<file path="config.mk">
export PLATFORM = sky130hd
export DESIGN_NAME = gpio_port_b
export DESIGN_NICKNAME = d
export VERILOG_FILES = /design/src/logic/gpio_port_b_pkg.sv /design/src/logic/gpio_port_b.sv
export VERILOG_INCLUDE_DIRS = /design/src /design/src/logic
export SDC_FILE = /design/constraint.sdc
export NUM_CORES = 1
export LEC_CHECK = 0
export BUFFER_PORTS_ARGS = -buffer_cell sky130_fd_sc_hd__buf_2
export CAP_MARGIN = 20
export CORE_MARGIN = 2
export CORE_UTILIZATION = 47
export DETAILED_ROUTE_END_ITERATION = 6
export PLACE_DENSITY_LB_ADDON = 0.25
export SYNTH_ARGS = -nofsm -noshare
export SYNTH_HDL_FRONTEND = slang
export SYNTH_SLANG_ARGS = --single-unit
</file>
<file path="constraint.sdc">
create_clock -name clock -period 1.9 [get_ports clock]
set_input_delay 0 -clock clock [delete_from_list [all_inputs] [get_ports clock]]
set_output_delay 0 -clock clock [all_outputs]
set_load 0.005 [all_outputs]
</file>
<file path="src/logic/gpio_port_b_regs.svh">
// Register offsets, bit positions and reset values of port B.
// Assumes inclusion by the package and the port module; definitions only.
`ifndef GPIO_PORT_B_REGS_SVH
`define GPIO_PORT_B_REGS_SVH

// ----------------------------------------------------------------------------
// Byte offsets on the register bus
// ----------------------------------------------------------------------------
`define OFS_PIN_LEVEL_B          5'h00
`define OFS_OUTPUT_LATCH_B       5'h04
`define OFS_DIRECTION_B          5'h08
`define OFS_INT_CONTROL_MAIN     5'h0c
`define OFS_INT_CONTROL_EDGE     5'h10
`define OFS_INT_CONTROL_EXTERNAL 5'h14
`define OFS_IRQ_STATUS           5'h18
`define OFS_IRQ_MASK             5'h1c

// ----------------------------------------------------------------------------
// Field positions
// ----------------------------------------------------------------------------
`define BIT_CHANGE_IRQ_FLAG      0
`define BIT_CHANGE_IRQ_ENABLE    3
`define BIT_PULLUP_ENABLE_N      7
`define BIT_CHANGE_IRQ_PRIORITY  0
`define BIT_STATUS_CHANGE        0
`define BIT_STATUS_EXT_LOW       1
`define BIT_CHANGE_PIN_LOW       4
`define BIT_CH2_PIN              3
`define BIT_PROG_CLOCK_PIN       6
`define BIT_PROG_DATA_PIN        7

// ----------------------------------------------------------------------------
// Reset values
// ----------------------------------------------------------------------------
`define RST_OUTPUT_LATCH_B       8'h00
`define RST_DIRECTION_B          8'hff
`define RST_INT_CONTROL_MAIN     8'h00
`define RST_INT_CONTROL_EDGE     8'h80
`define RST_INT_CONTROL_EXTERNAL 8'h00
`define RST_IRQ_STATUS           5'h00
`define RST_IRQ_MASK             5'h00
`define RST_EXT_LEVEL_PREV       4'hf

`endif

</file>
<file path="src/logic/gpio_port_b_pkg.sv">
// Types of the port B block: the packed state record of the port module.
// Assumes the register header sits beside it in logic/.
`include "gpio_port_b_regs.svh"

package gpio_port_b_pkg;

    // ------------------------------------------------------------------------
    // Whole state of the port module
    // ------------------------------------------------------------------------
    typedef struct packed {
        logic        waitrequest;
        logic [31:0] readdata;
        logic [7:0]  output_latch_b;
        logic [7:0]  direction_b;
        logic [7:0]  int_main;
        logic [7:0]  int_edge;
        logic [7:0]  int_external;
        logic [3:0]  snapshot;
        logic [4:0]  irq_status;
        logic [4:0]  irq_mask;
        logic [3:0]  ext_prev;
        logic        irq;
        logic        change_irq;
        logic        change_irq_high;
        logic        wake_request;
        logic [7:0]  pin_out;
        logic [7:0]  pin_oe;
        logic [7:0]  pullup_on;
        logic [3:0]  ext_irq_in;
        logic        ch2_capture_in;
        logic        prog_clock_in;
        logic        prog_data_in;
    } port_state_type;

endpackage

</file>
<file path="src/logic/gpio_port_b.sv">
// Port B: eight-pin bidirectional port with pull-ups and change interrupt.
// Assumes pins synchronous to clock; Avalon-MM master keeps its request
// steady until it samples waitrequest low.
//
// Overview of operation
// Eight pins, each independently input or output
// Direction bit 0 drives latch, 1 inputs
// Clearing active-low bit enables all pull-ups
// Output pins never get a pull-up
// Reset leaves every pull-up disabled
// Only input pins 7..4 detect change
// Input compared with snapshot from last read
// ORed mismatches set change flag bit 0
// Change interrupt requests wake from low power
// Port access refreshes snapshot, moves excepted
// Mismatch keeps setting flag; access before clear
// Software should avoid polling during change use
// Input pins 0..3 feed external interrupts
// Pin 3 carries channel 2 when selected
// Programming mode gives pins 6,7 away
// Port read gives pins; write loads latch
// Change interrupt gated by enable, priority bit
//
// The address map and register access over Avalon-MM were left to the implementer.
`timescale 1ns/1ps
`include "gpio_port_b_regs.svh"

module gpio_port_b
    import gpio_port_b_pkg::*;
#(
    parameter int PORT_WIDTH = 8    // Pin count of the port
) (
    input  wire logic        clock,              // System clock, 50 MHz
    input  wire logic        rst_b,              // Power-on reset, active low
    input  wire logic [4:0]  address,            // Avalon byte address
    input  wire logic        read,               // Avalon read
    input  wire logic        write,              // Avalon write
    input  wire logic [31:0] writedata,          // Avalon write data
    input  wire logic [3:0]  byteenable,         // Avalon byte lanes
    output logic      [31:0] readdata,           // Avalon read data
    output logic             waitrequest,        // Avalon stall
    input  wire logic        reg_to_reg_move,    // Access is a register move
    input  wire logic [7:0]  pin_in,             // Pin levels
    output logic      [7:0]  pin_out,            // Pin drive values
    output logic      [7:0]  pin_oe,             // Pin drive enables
    output logic      [7:0]  pullup_on,          // Weak pull-up enables
    output logic      [3:0]  ext_irq_in,         // Levels to external irq logic
    input  wire logic        ch2_pin_select,     // 0 puts channel 2 on pin 3
    input  wire logic        ch2_compare_out,    // Channel 2 compare/PWM level
    output logic             ch2_capture_in,     // Pin 3 level for capture
    input  wire logic        prog_enable,        // Programming/debug active
    input  wire logic        prog_data_out,      // Programming data drive value
    input  wire logic        prog_data_oe,       // Programming data drive enable
    output logic             prog_clock_in,      // Programming clock from pin 6
    output logic             prog_data_in,       // Programming data from pin 7
    output logic             change_irq,         // Enabled change interrupt
    output logic             change_irq_high,    // Change interrupt is high priority
    output logic             wake_request,       // Wake from low-power modes
    output logic             irq                 // Unmasked status interrupt
);

    // ------------------------------------------------------------------------
    // Parameter check
    // ------------------------------------------------------------------------
    if (PORT_WIDTH != 8) begin : g_width_check
        $error("gpio_port_b serves exactly eight pins");
    end

    port_state_type state;
    port_state_type next_state;

    // ------------------------------------------------------------------------
    // Per-pin change detect and external interrupt edges
    // ------------------------------------------------------------------------
    logic [3:0] mismatch;
    logic [3:0] ext_level;
    logic [3:0] ext_rise;

    for (genvar i = 0; i < 4; i++) begin : g_pin
        localparam int P = i + `BIT_CHANGE_PIN_LOW;
        logic excluded;
        assign excluded = (state.direction_b[P] == 1'b0)
                        || (prog_enable && (P >= `BIT_PROG_CLOCK_PIN));
        assign mismatch[i] = !excluded && (pin_in[P] != state.snapshot[i]);
        assign ext_level[i] = state.direction_b[i] && pin_in[i];
        assign ext_rise[i]  = ext_level[i] && !state.ext_prev[i];
    end

    logic any_mismatch;
    assign any_mismatch = |mismatch;

    // ------------------------------------------------------------------------
    // Bus decode
    // ------------------------------------------------------------------------
    logic        request;
    logic        accept_wr;
    logic        accept_rd;
    logic        lane0;
    logic        port_touch;
    logic [31:0] read_mux;

    assign request    = read || write;
    assign accept_wr  = write && !state.waitrequest;
    assign accept_rd  = read && !state.waitrequest;
    assign lane0      = byteenable[0];
    assign port_touch = (accept_wr || accept_rd) && (address == `OFS_PIN_LEVEL_B)
                      && !reg_to_reg_move;

    always_comb begin
        read_mux = 32'h0000_0000;
        unique case (address)
            `OFS_PIN_LEVEL_B:          read_mux[7:0] = pin_in;
            `OFS_OUTPUT_LATCH_B:       read_mux[7:0] = state.output_latch_b;
            `OFS_DIRECTION_B:          read_mux[7:0] = state.direction_b;
            `OFS_INT_CONTROL_MAIN:     read_mux[7:0] = state.int_main;
            `OFS_INT_CONTROL_EDGE:     read_mux[7:0] = state.int_edge;
            `OFS_INT_CONTROL_EXTERNAL: read_mux[7:0] = state.int_external;
            `OFS_IRQ_STATUS:           read_mux[4:0] = state.irq_status;
            `OFS_IRQ_MASK:             read_mux[4:0] = state.irq_mask;
            default:                   read_mux = 32'h0000_0000;
        endcase
    end

    // ------------------------------------------------------------------------
    // Next state
    // ------------------------------------------------------------------------
    always_comb begin
        logic [7:0] wbyte;
        logic       wr_en;
        logic [4:0] status_clear;
        logic [4:0] events;
        logic       pullups_global;
        wbyte          = writedata[7:0];
        wr_en          = accept_wr && lane0;
        status_clear   = 5'h00;
        events         = 5'h00;
        pullups_global = 1'b0;
        next_state     = state;

        // One-wait-state handshake: answer the cycle after a request appears
        next_state.waitrequest = !(request && state.waitrequest);
        if (request && state.waitrequest) begin
            next_state.readdata = read ? read_mux : 32'h0000_0000;
        end

        // Register writes
        if (wr_en) begin
            unique case (address)
                `OFS_PIN_LEVEL_B:          next_state.output_latch_b = wbyte;
                `OFS_OUTPUT_LATCH_B:       next_state.output_latch_b = wbyte;
                `OFS_DIRECTION_B:          next_state.direction_b = wbyte;
                `OFS_INT_CONTROL_MAIN:     next_state.int_main = wbyte;
                `OFS_INT_CONTROL_EDGE:     next_state.int_edge = wbyte;
                `OFS_INT_CONTROL_EXTERNAL: next_state.int_external = wbyte;
                `OFS_IRQ_STATUS:           status_clear = wbyte[4:0];
                `OFS_IRQ_MASK:             next_state.irq_mask = wbyte[4:0];
                default:                   next_state.irq_mask = state.irq_mask;
            endcase
        end

        // Snapshot refresh: a read keeps the value it returned
        if (port_touch) begin
            next_state.snapshot = accept_rd ? state.readdata[7:4] : pin_in[7:4];
        end

        // A live mismatch sets the flag over any clear in the same cycle
        if (any_mismatch) begin
            next_state.int_main[`BIT_CHANGE_IRQ_FLAG] = 1'b1;
        end

        // Sticky status, set wins over write-one-to-clear
        events[`BIT_STATUS_CHANGE] = any_mismatch;
        events[4:1] = ext_rise;
        next_state.irq_status = (state.irq_status & ~status_clear) | events;
        next_state.ext_prev   = ext_level;
        next_state.irq        = |(next_state.irq_status & next_state.irq_mask);

        // Change interrupt towards the processor and the wake logic
        next_state.change_irq = next_state.int_main[`BIT_CHANGE_IRQ_FLAG]
                              && next_state.int_main[`BIT_CHANGE_IRQ_ENABLE];
        next_state.change_irq_high = next_state.change_irq
                              && next_state.int_edge[`BIT_CHANGE_IRQ_PRIORITY];
        next_state.wake_request = next_state.change_irq;

        // Pin drivers and pull-ups
        pullups_global = !next_state.int_edge[`BIT_PULLUP_ENABLE_N];
        for (int p = 0; p < 8; p++) begin
            next_state.pin_oe[p]    = !next_state.direction_b[p];
            next_state.pin_out[p]   = next_state.output_latch_b[p];
            next_state.pullup_on[p] = pullups_global && next_state.direction_b[p];
        end
        if (!ch2_pin_select && !next_state.direction_b[`BIT_CH2_PIN]) begin
            next_state.pin_out[`BIT_CH2_PIN] = ch2_compare_out;
        end
        if (prog_enable) begin
            next_state.pin_oe[`BIT_PROG_CLOCK_PIN]    = 1'b0;
            next_state.pin_out[`BIT_PROG_CLOCK_PIN]   = 1'b0;
            next_state.pullup_on[`BIT_PROG_CLOCK_PIN] = 1'b0;
            next_state.pin_oe[`BIT_PROG_DATA_PIN]     = prog_data_oe;
            next_state.pin_out[`BIT_PROG_DATA_PIN]    = prog_data_out;
            next_state.pullup_on[`BIT_PROG_DATA_PIN]  = 1'b0;
        end

        // Inputs towards other blocks
        // Same direction as pin_oe, so no level leaks from a pin turning output
        next_state.ext_irq_in     = next_state.direction_b[3:0] & pin_in[3:0];
        next_state.ch2_capture_in = !ch2_pin_select
                                  && next_state.direction_b[`BIT_CH2_PIN]
                                  && pin_in[`BIT_CH2_PIN];
        next_state.prog_clock_in  = prog_enable && pin_in[`BIT_PROG_CLOCK_PIN];
        next_state.prog_data_in   = prog_enable && pin_in[`BIT_PROG_DATA_PIN];
    end

    // ------------------------------------------------------------------------
    // State register
    // ------------------------------------------------------------------------
    always_ff @(posedge clock or negedge rst_b) begin
        if (!rst_b) begin
            state                <= '0;
            state.waitrequest    <= 1'b1;
            state.output_latch_b <= `RST_OUTPUT_LATCH_B;
            state.direction_b    <= `RST_DIRECTION_B;
            state.int_main       <= `RST_INT_CONTROL_MAIN;
            state.int_edge       <= `RST_INT_CONTROL_EDGE;
            state.int_external   <= `RST_INT_CONTROL_EXTERNAL;
            state.irq_status     <= `RST_IRQ_STATUS;
            state.irq_mask       <= `RST_IRQ_MASK;
            // Edge history starts high: a pin idling high is no rise
            state.ext_prev       <= `RST_EXT_LEVEL_PREV;
        end else begin
            state <= next_state;
        end
    end

    // ------------------------------------------------------------------------
    // Outputs
    // ------------------------------------------------------------------------
    assign readdata        = state.readdata;
    assign waitrequest     = state.waitrequest;
    assign pin_out         = state.pin_out;
    assign pin_oe          = state.pin_oe;
    assign pullup_on       = state.pullup_on;
    assign ext_irq_in      = state.ext_irq_in;
    assign ch2_capture_in  = state.ch2_capture_in;
    assign prog_clock_in   = state.prog_clock_in;
    assign prog_data_in    = state.prog_data_in;
    assign change_irq      = state.change_irq;
    assign change_irq_high = state.change_irq_high;
    assign wake_request    = state.wake_request;
    assign irq             = state.irq;

endmodule // gpio_port_b

</file>
-- After elaboration in Yosys (flattened, before gate mapping)
Index checks and enable logic that the tools add are counted.
- register bits after elaboration: 125
- bits of input ports: 59
- output and inout port bits: 68
- logic and storage cells: 123
- eq/ne operators: 11
- mux-type cells: 19
- bitwise operators: 7
- reduce and logical (&&, ||, !) cells: 63
- operators by type and width (cell ; count):
    $mux W8 ; 6
    $mux W40 ; 1
    $pmux W5 S8 ; 1
    $logic_and A1 B1 Y1 ; 33
    $eq A5 B5 Y1 const B ; 4
    $mux W5 ; 4
    $logic_not A1 Y1 ; 19
    $pmux W3 S6 ; 1
    $and A5 B5 Y5 ; 2
    $eq A5 B4 Y1 const B ; 2
    $mux W2 ; 3
    $reduce_and A2 Y1 ; 3
    $eq A5 B3 Y1 const B ; 1
    $logic_not A5 Y1 ; 1
    $not A5 Y5 ; 1
    $or A5 B5 Y5 ; 1
    $reduce_or A5 Y1 ; 1
    $and A4 B4 Y4 ; 1
    $logic_or A1 B1 Y1 ; 4
    $mux W4 ; 1
    $ne A1 B1 Y1 ; 4
    $reduce_or A4 Y1 ; 1
    $mux W1 ; 2
    $not A1 Y1 ; 2
    $reduce_or A2 Y1 ; 1

-- Depth between registers and ports, before layout
- word-level depth: 9
- mapped depth: 6

-- Worst setup path after synthesis
No wires, ideal clock.
- path type: reg2reg
- from: reg waitrequest (netlist name)
- to: reg state (netlist bit pin_out[3])
- setup time: 0.125 ns
- data arrival time: 1.878 ns
- slack: -0.103 ns
- stages on the path, launching flop included: 6
- path buffers: 0
- clock period less this slack: 2.003 ns
- cells stage by stage: dfstp_2 nand3b_1 nor4_4 mux2_4 nor2_2 mux2_4
- RTL lines (what ; RTL line ; text):
    to (signal assigned) ; gpio_port_b.sv:231 ; state <= next_state;
    to (decl) ; gpio_port_b.sv:69 ; port_state_type state;

==> run_results.csv <==
group,metric,value,unit
logic_synthesis,yosysSeqAreaShare,53.6,%
sta,grt_setup_unrepaired,"true",
logic_synthesis,number_of_flops_mapped_to_enable_cells_by_yosys,0,
logic_synthesis,ys_async_sr_fraction,100,%
critical_path,timing.reg2reg.worst_path_depth,5,
logic_synthesis,yosys_warnings,0,
floorplanning,ios,127,
power_and_ir_drop,p_leak,0.00259,µW
grt,antenna_found_initial,0,
cts,cts.htree.levels,3,
route,vias,2865,
floorplanning,floorplan.core_area,9280,µm²
logic_synthesis,synth.distinct_cells,44,
cells_and_area,antenna_cells_inserted,0,
grt,globalRoute.totalOverflow,0,
critical_path,cp-start-kind,"register",
grt,maximum_number_of_pins_on_one_net_before_global_route_repair,51,
status,status,"complete, no violations",
cells_and_area,fraction_of_layout_cells_with_a_size_suffix_above_1,42.2,%
logic_synthesis,most_instantiated_flip_flop_cell_in_the_synthesis_netlist,"dfrtp_1",
cts,numClockSinks,96,
cts,maximum_buffer_depth_of_the_clock_tree,2,
power_and_ir_drop,vdd.ir_drop.worst,0.336,mV
sta,period_share,98.1,%
sta,max-slew-margin-rel,56.5,%
critical_path,critPathKind,"register to register",
grt,grt_util_all_layers,19.7,%
logic_synthesis,synthesis.area,4510,µm²
cells_and_area,nNetsFinal,491,
hold_path,min_path_cells,2,
route,drc,0,
floorplanning,die_span_x,102,µm
critical_path,crit_required,2.15,ns
logic_synthesis,synthesis.area_per_instance,12.9,µm²
route,detail_route.wl_per_cell,17.0,µm
hold_path,worstHoldStart,"write",
critical_path,worst_setup_path_end_kind,"register",
hold_path,min_path_type,"input port to register",
route,detailedRoute.firstIterationViolations,153,
cells_and_area,layout-area-overhead-vs-synth,16.5,%
sta,worst_slew_pin_slew,0.649,ns
cts,clock-root-buffer,"clkbuf_8",
placement,gp_congestion,0.833,
logic_synthesis,postSynthRegisterBits,96,
placement,placement.io_buffers,75,
cells_and_area,post_layout_nonfiller_instances,565,
grt,wire_length_of_the_first_global_routing_pass,15300,µm
placement,placedCellCount,527,
placement,dp_hpwl,6780,µm
cts,cts_buffers,9,
hold_path,hold_path_end,"waitrequest",
cells_and_area,most-common-layout-cells,"dfrtp_1 (82), buf_2 (74), mux2_2 (35)",
route,drt.antenna.violating_nets,0,
sta,slew_viol_final,0,
critical_path,rr_endpoint,"irq",
logic_synthesis,yosys-top-cells-area,"dfrtp_1 (45%), buf_4 (10%), mux2_2 (9.0%), dfstp_2 (8.2%), mux4_2 (6.5%)",
route,firstDrtPassIters,4,
route,avgViaCountPerCell,5.07,
critical_path,rrSetupSlack,0.04,ns
cts,clock_latency,0.36,ns
sta,timing.final.ws_setup,0.0355,ns
sta,min_period,1.86,ns
floorplanning,die_area,10400,µm²
floorplanning,rows,35,
floorplanning,starting_density_of_the_core,48.6,%
power_and_ir_drop,power_per_cell_area,826,nW/µm²
sta,finalSetupViolCount,0,
route,route.final.wire_length,9630,µm
sta,fmax,0.536,GHz
critical_path,worst-endpoint-arrival,2.11,ns
logic_synthesis,synthCells,349,
cts,clock_tree_from_tritoncts,"built",
critical_path,worstPathMaxFanout,4,
job,drv.max_cap_violation_count,0,
sta,finalClockSkew,0.00643,ns
floorplanning,die_height,102,µm
sta,report.final.hold_viol_count,0,
logic_synthesis,netlist.area_leader.share,45.5,%
cts,clk_transition_reported_paths,0.09,ns
logic_synthesis,synth_largest_area_cell,"dfrtp_1",
placement,place_worst_setup_slack,-0.0132,ns
grt,grt_pass1_vias,2814,
critical_path,critical_path.reg2reg.startpoint,"waitrequest",
cells_and_area,layout_commonest_cell,"dfrtp_1",
-- how the worst max path moves through the flow --
stage | startpoint | to | slack, ns | cells after the start
floorplan | waitrequest | pin_out[3] | -0.10 | 5
global placement | waitrequest | pin_out[3] | 0.0003 | 5
detailed placement | waitrequest | irq | -0.01 | 5
CTS | waitrequest | irq | 0.006 | 5
global route | waitrequest | irq | -0.08 | 5
finish | waitrequest | irq | 0.04 | 5
-- critical path, stage by stage, from the launching register on --
cell and delay [ns]:
dfstp_2 0.39, nand4b_1 0.25, nor3_4 0.27, mux2_2 0.38, a222oi_1 0.35, nand3_1 0.11
-- synth_stat cells, drive strengths merged, types with 5 or more instances --
cell and n:
a22o 16, nor2 9, and2 7, nand2 17, dfrtp 82, nor3 5
mux2i 13, buf 65, inv 13, nor2b 5, o21ai 14, mux2 38
mux4 13, dfstp 14
-- final cells by class --
cell class / count / area (µm²)
multi-input combinational: 193 / 1640
sequential: 96 / 2420
inverter: 14 / 52.6
clock buffer: 9 / 124
fill: 803 / 4030
clock inverter: 6 / 68.8
tap: 129 / 161
timing repair buffer: 118 / 787
-- layer usage --
metal	GRT usage, %	vias up	part of all wire (%)
met5	0	-	0
met4	7.69	0	1.1
met3	3.01	9	5.1
met2	30.0	89	47
met1	28.9	1449	47
li1	-	1318	-
-- sequential cells by signal, summed over array words and instances (netlist names) --
name and count:
waitrequest 1, readdata 8, ext_irq_in 4, irq 1, wake_request 1, state 53
prog_clock_in 1, change_irq_high 1, ch2_capture_in 1, prog_data_in 1, pullup_on 8, pin_oe 8
pin_out 8
-- what timing repair did --
action                                  4_1_cts  5_1_grt
pin swaps                                     0        2
endpoints found under the setup margin        3        7
endpoints found under the hold margin       143        0
buffers inserted                              0        0
hold buffers                                 23        0
gates resized for setup                       2        3
-- kinds of logic after synthesis --
| family | Yosys count | share of synthesized area (%) |
|---|---|---|
| muxes | 64 | 19.0 |
| DFF | 96 | 53.6 |
| buffers and inverters | 83 | 12.3 |
| AOI/OAI and AO/OA | 40 | 6.51 |
| and+or+nand+nor | 61 | 7.65 |
| other | 1 | 0.0831 |
| xor gates and xnor gates | 4 | 0.776 |
-- through the flow --
step / setup TNS (ns) / hold WS (ns) / total power, µW / util [%] / instance area [µm²]
floorplan: -0.119 / -0.296 / 2840 / - / 4600
finish: 0 / 0.0337 / 4340 / 56.6 / 5260
CTS: 0 / 0.00978 / 4390 / 56.5 / 5250
global route: -0.0793 / 0.0786 / 4580 / 56.6 / 5260
detailed placement: -0.0239 / -0.0635 / 3020 / 51.9 / 4810
global placement: 0 / -0.0691 / 3000 / 51.9 / 4810
-- where the power goes --
group          total (µW)  internal [µW]  leakage [µW]  switching (µW)
combinational         667            343       0.00128             324
clock                1320            608     0.0000957             713
sequential           2360           2260       0.00121             101
Note: power is estimated with default switching activity, not from simulation.
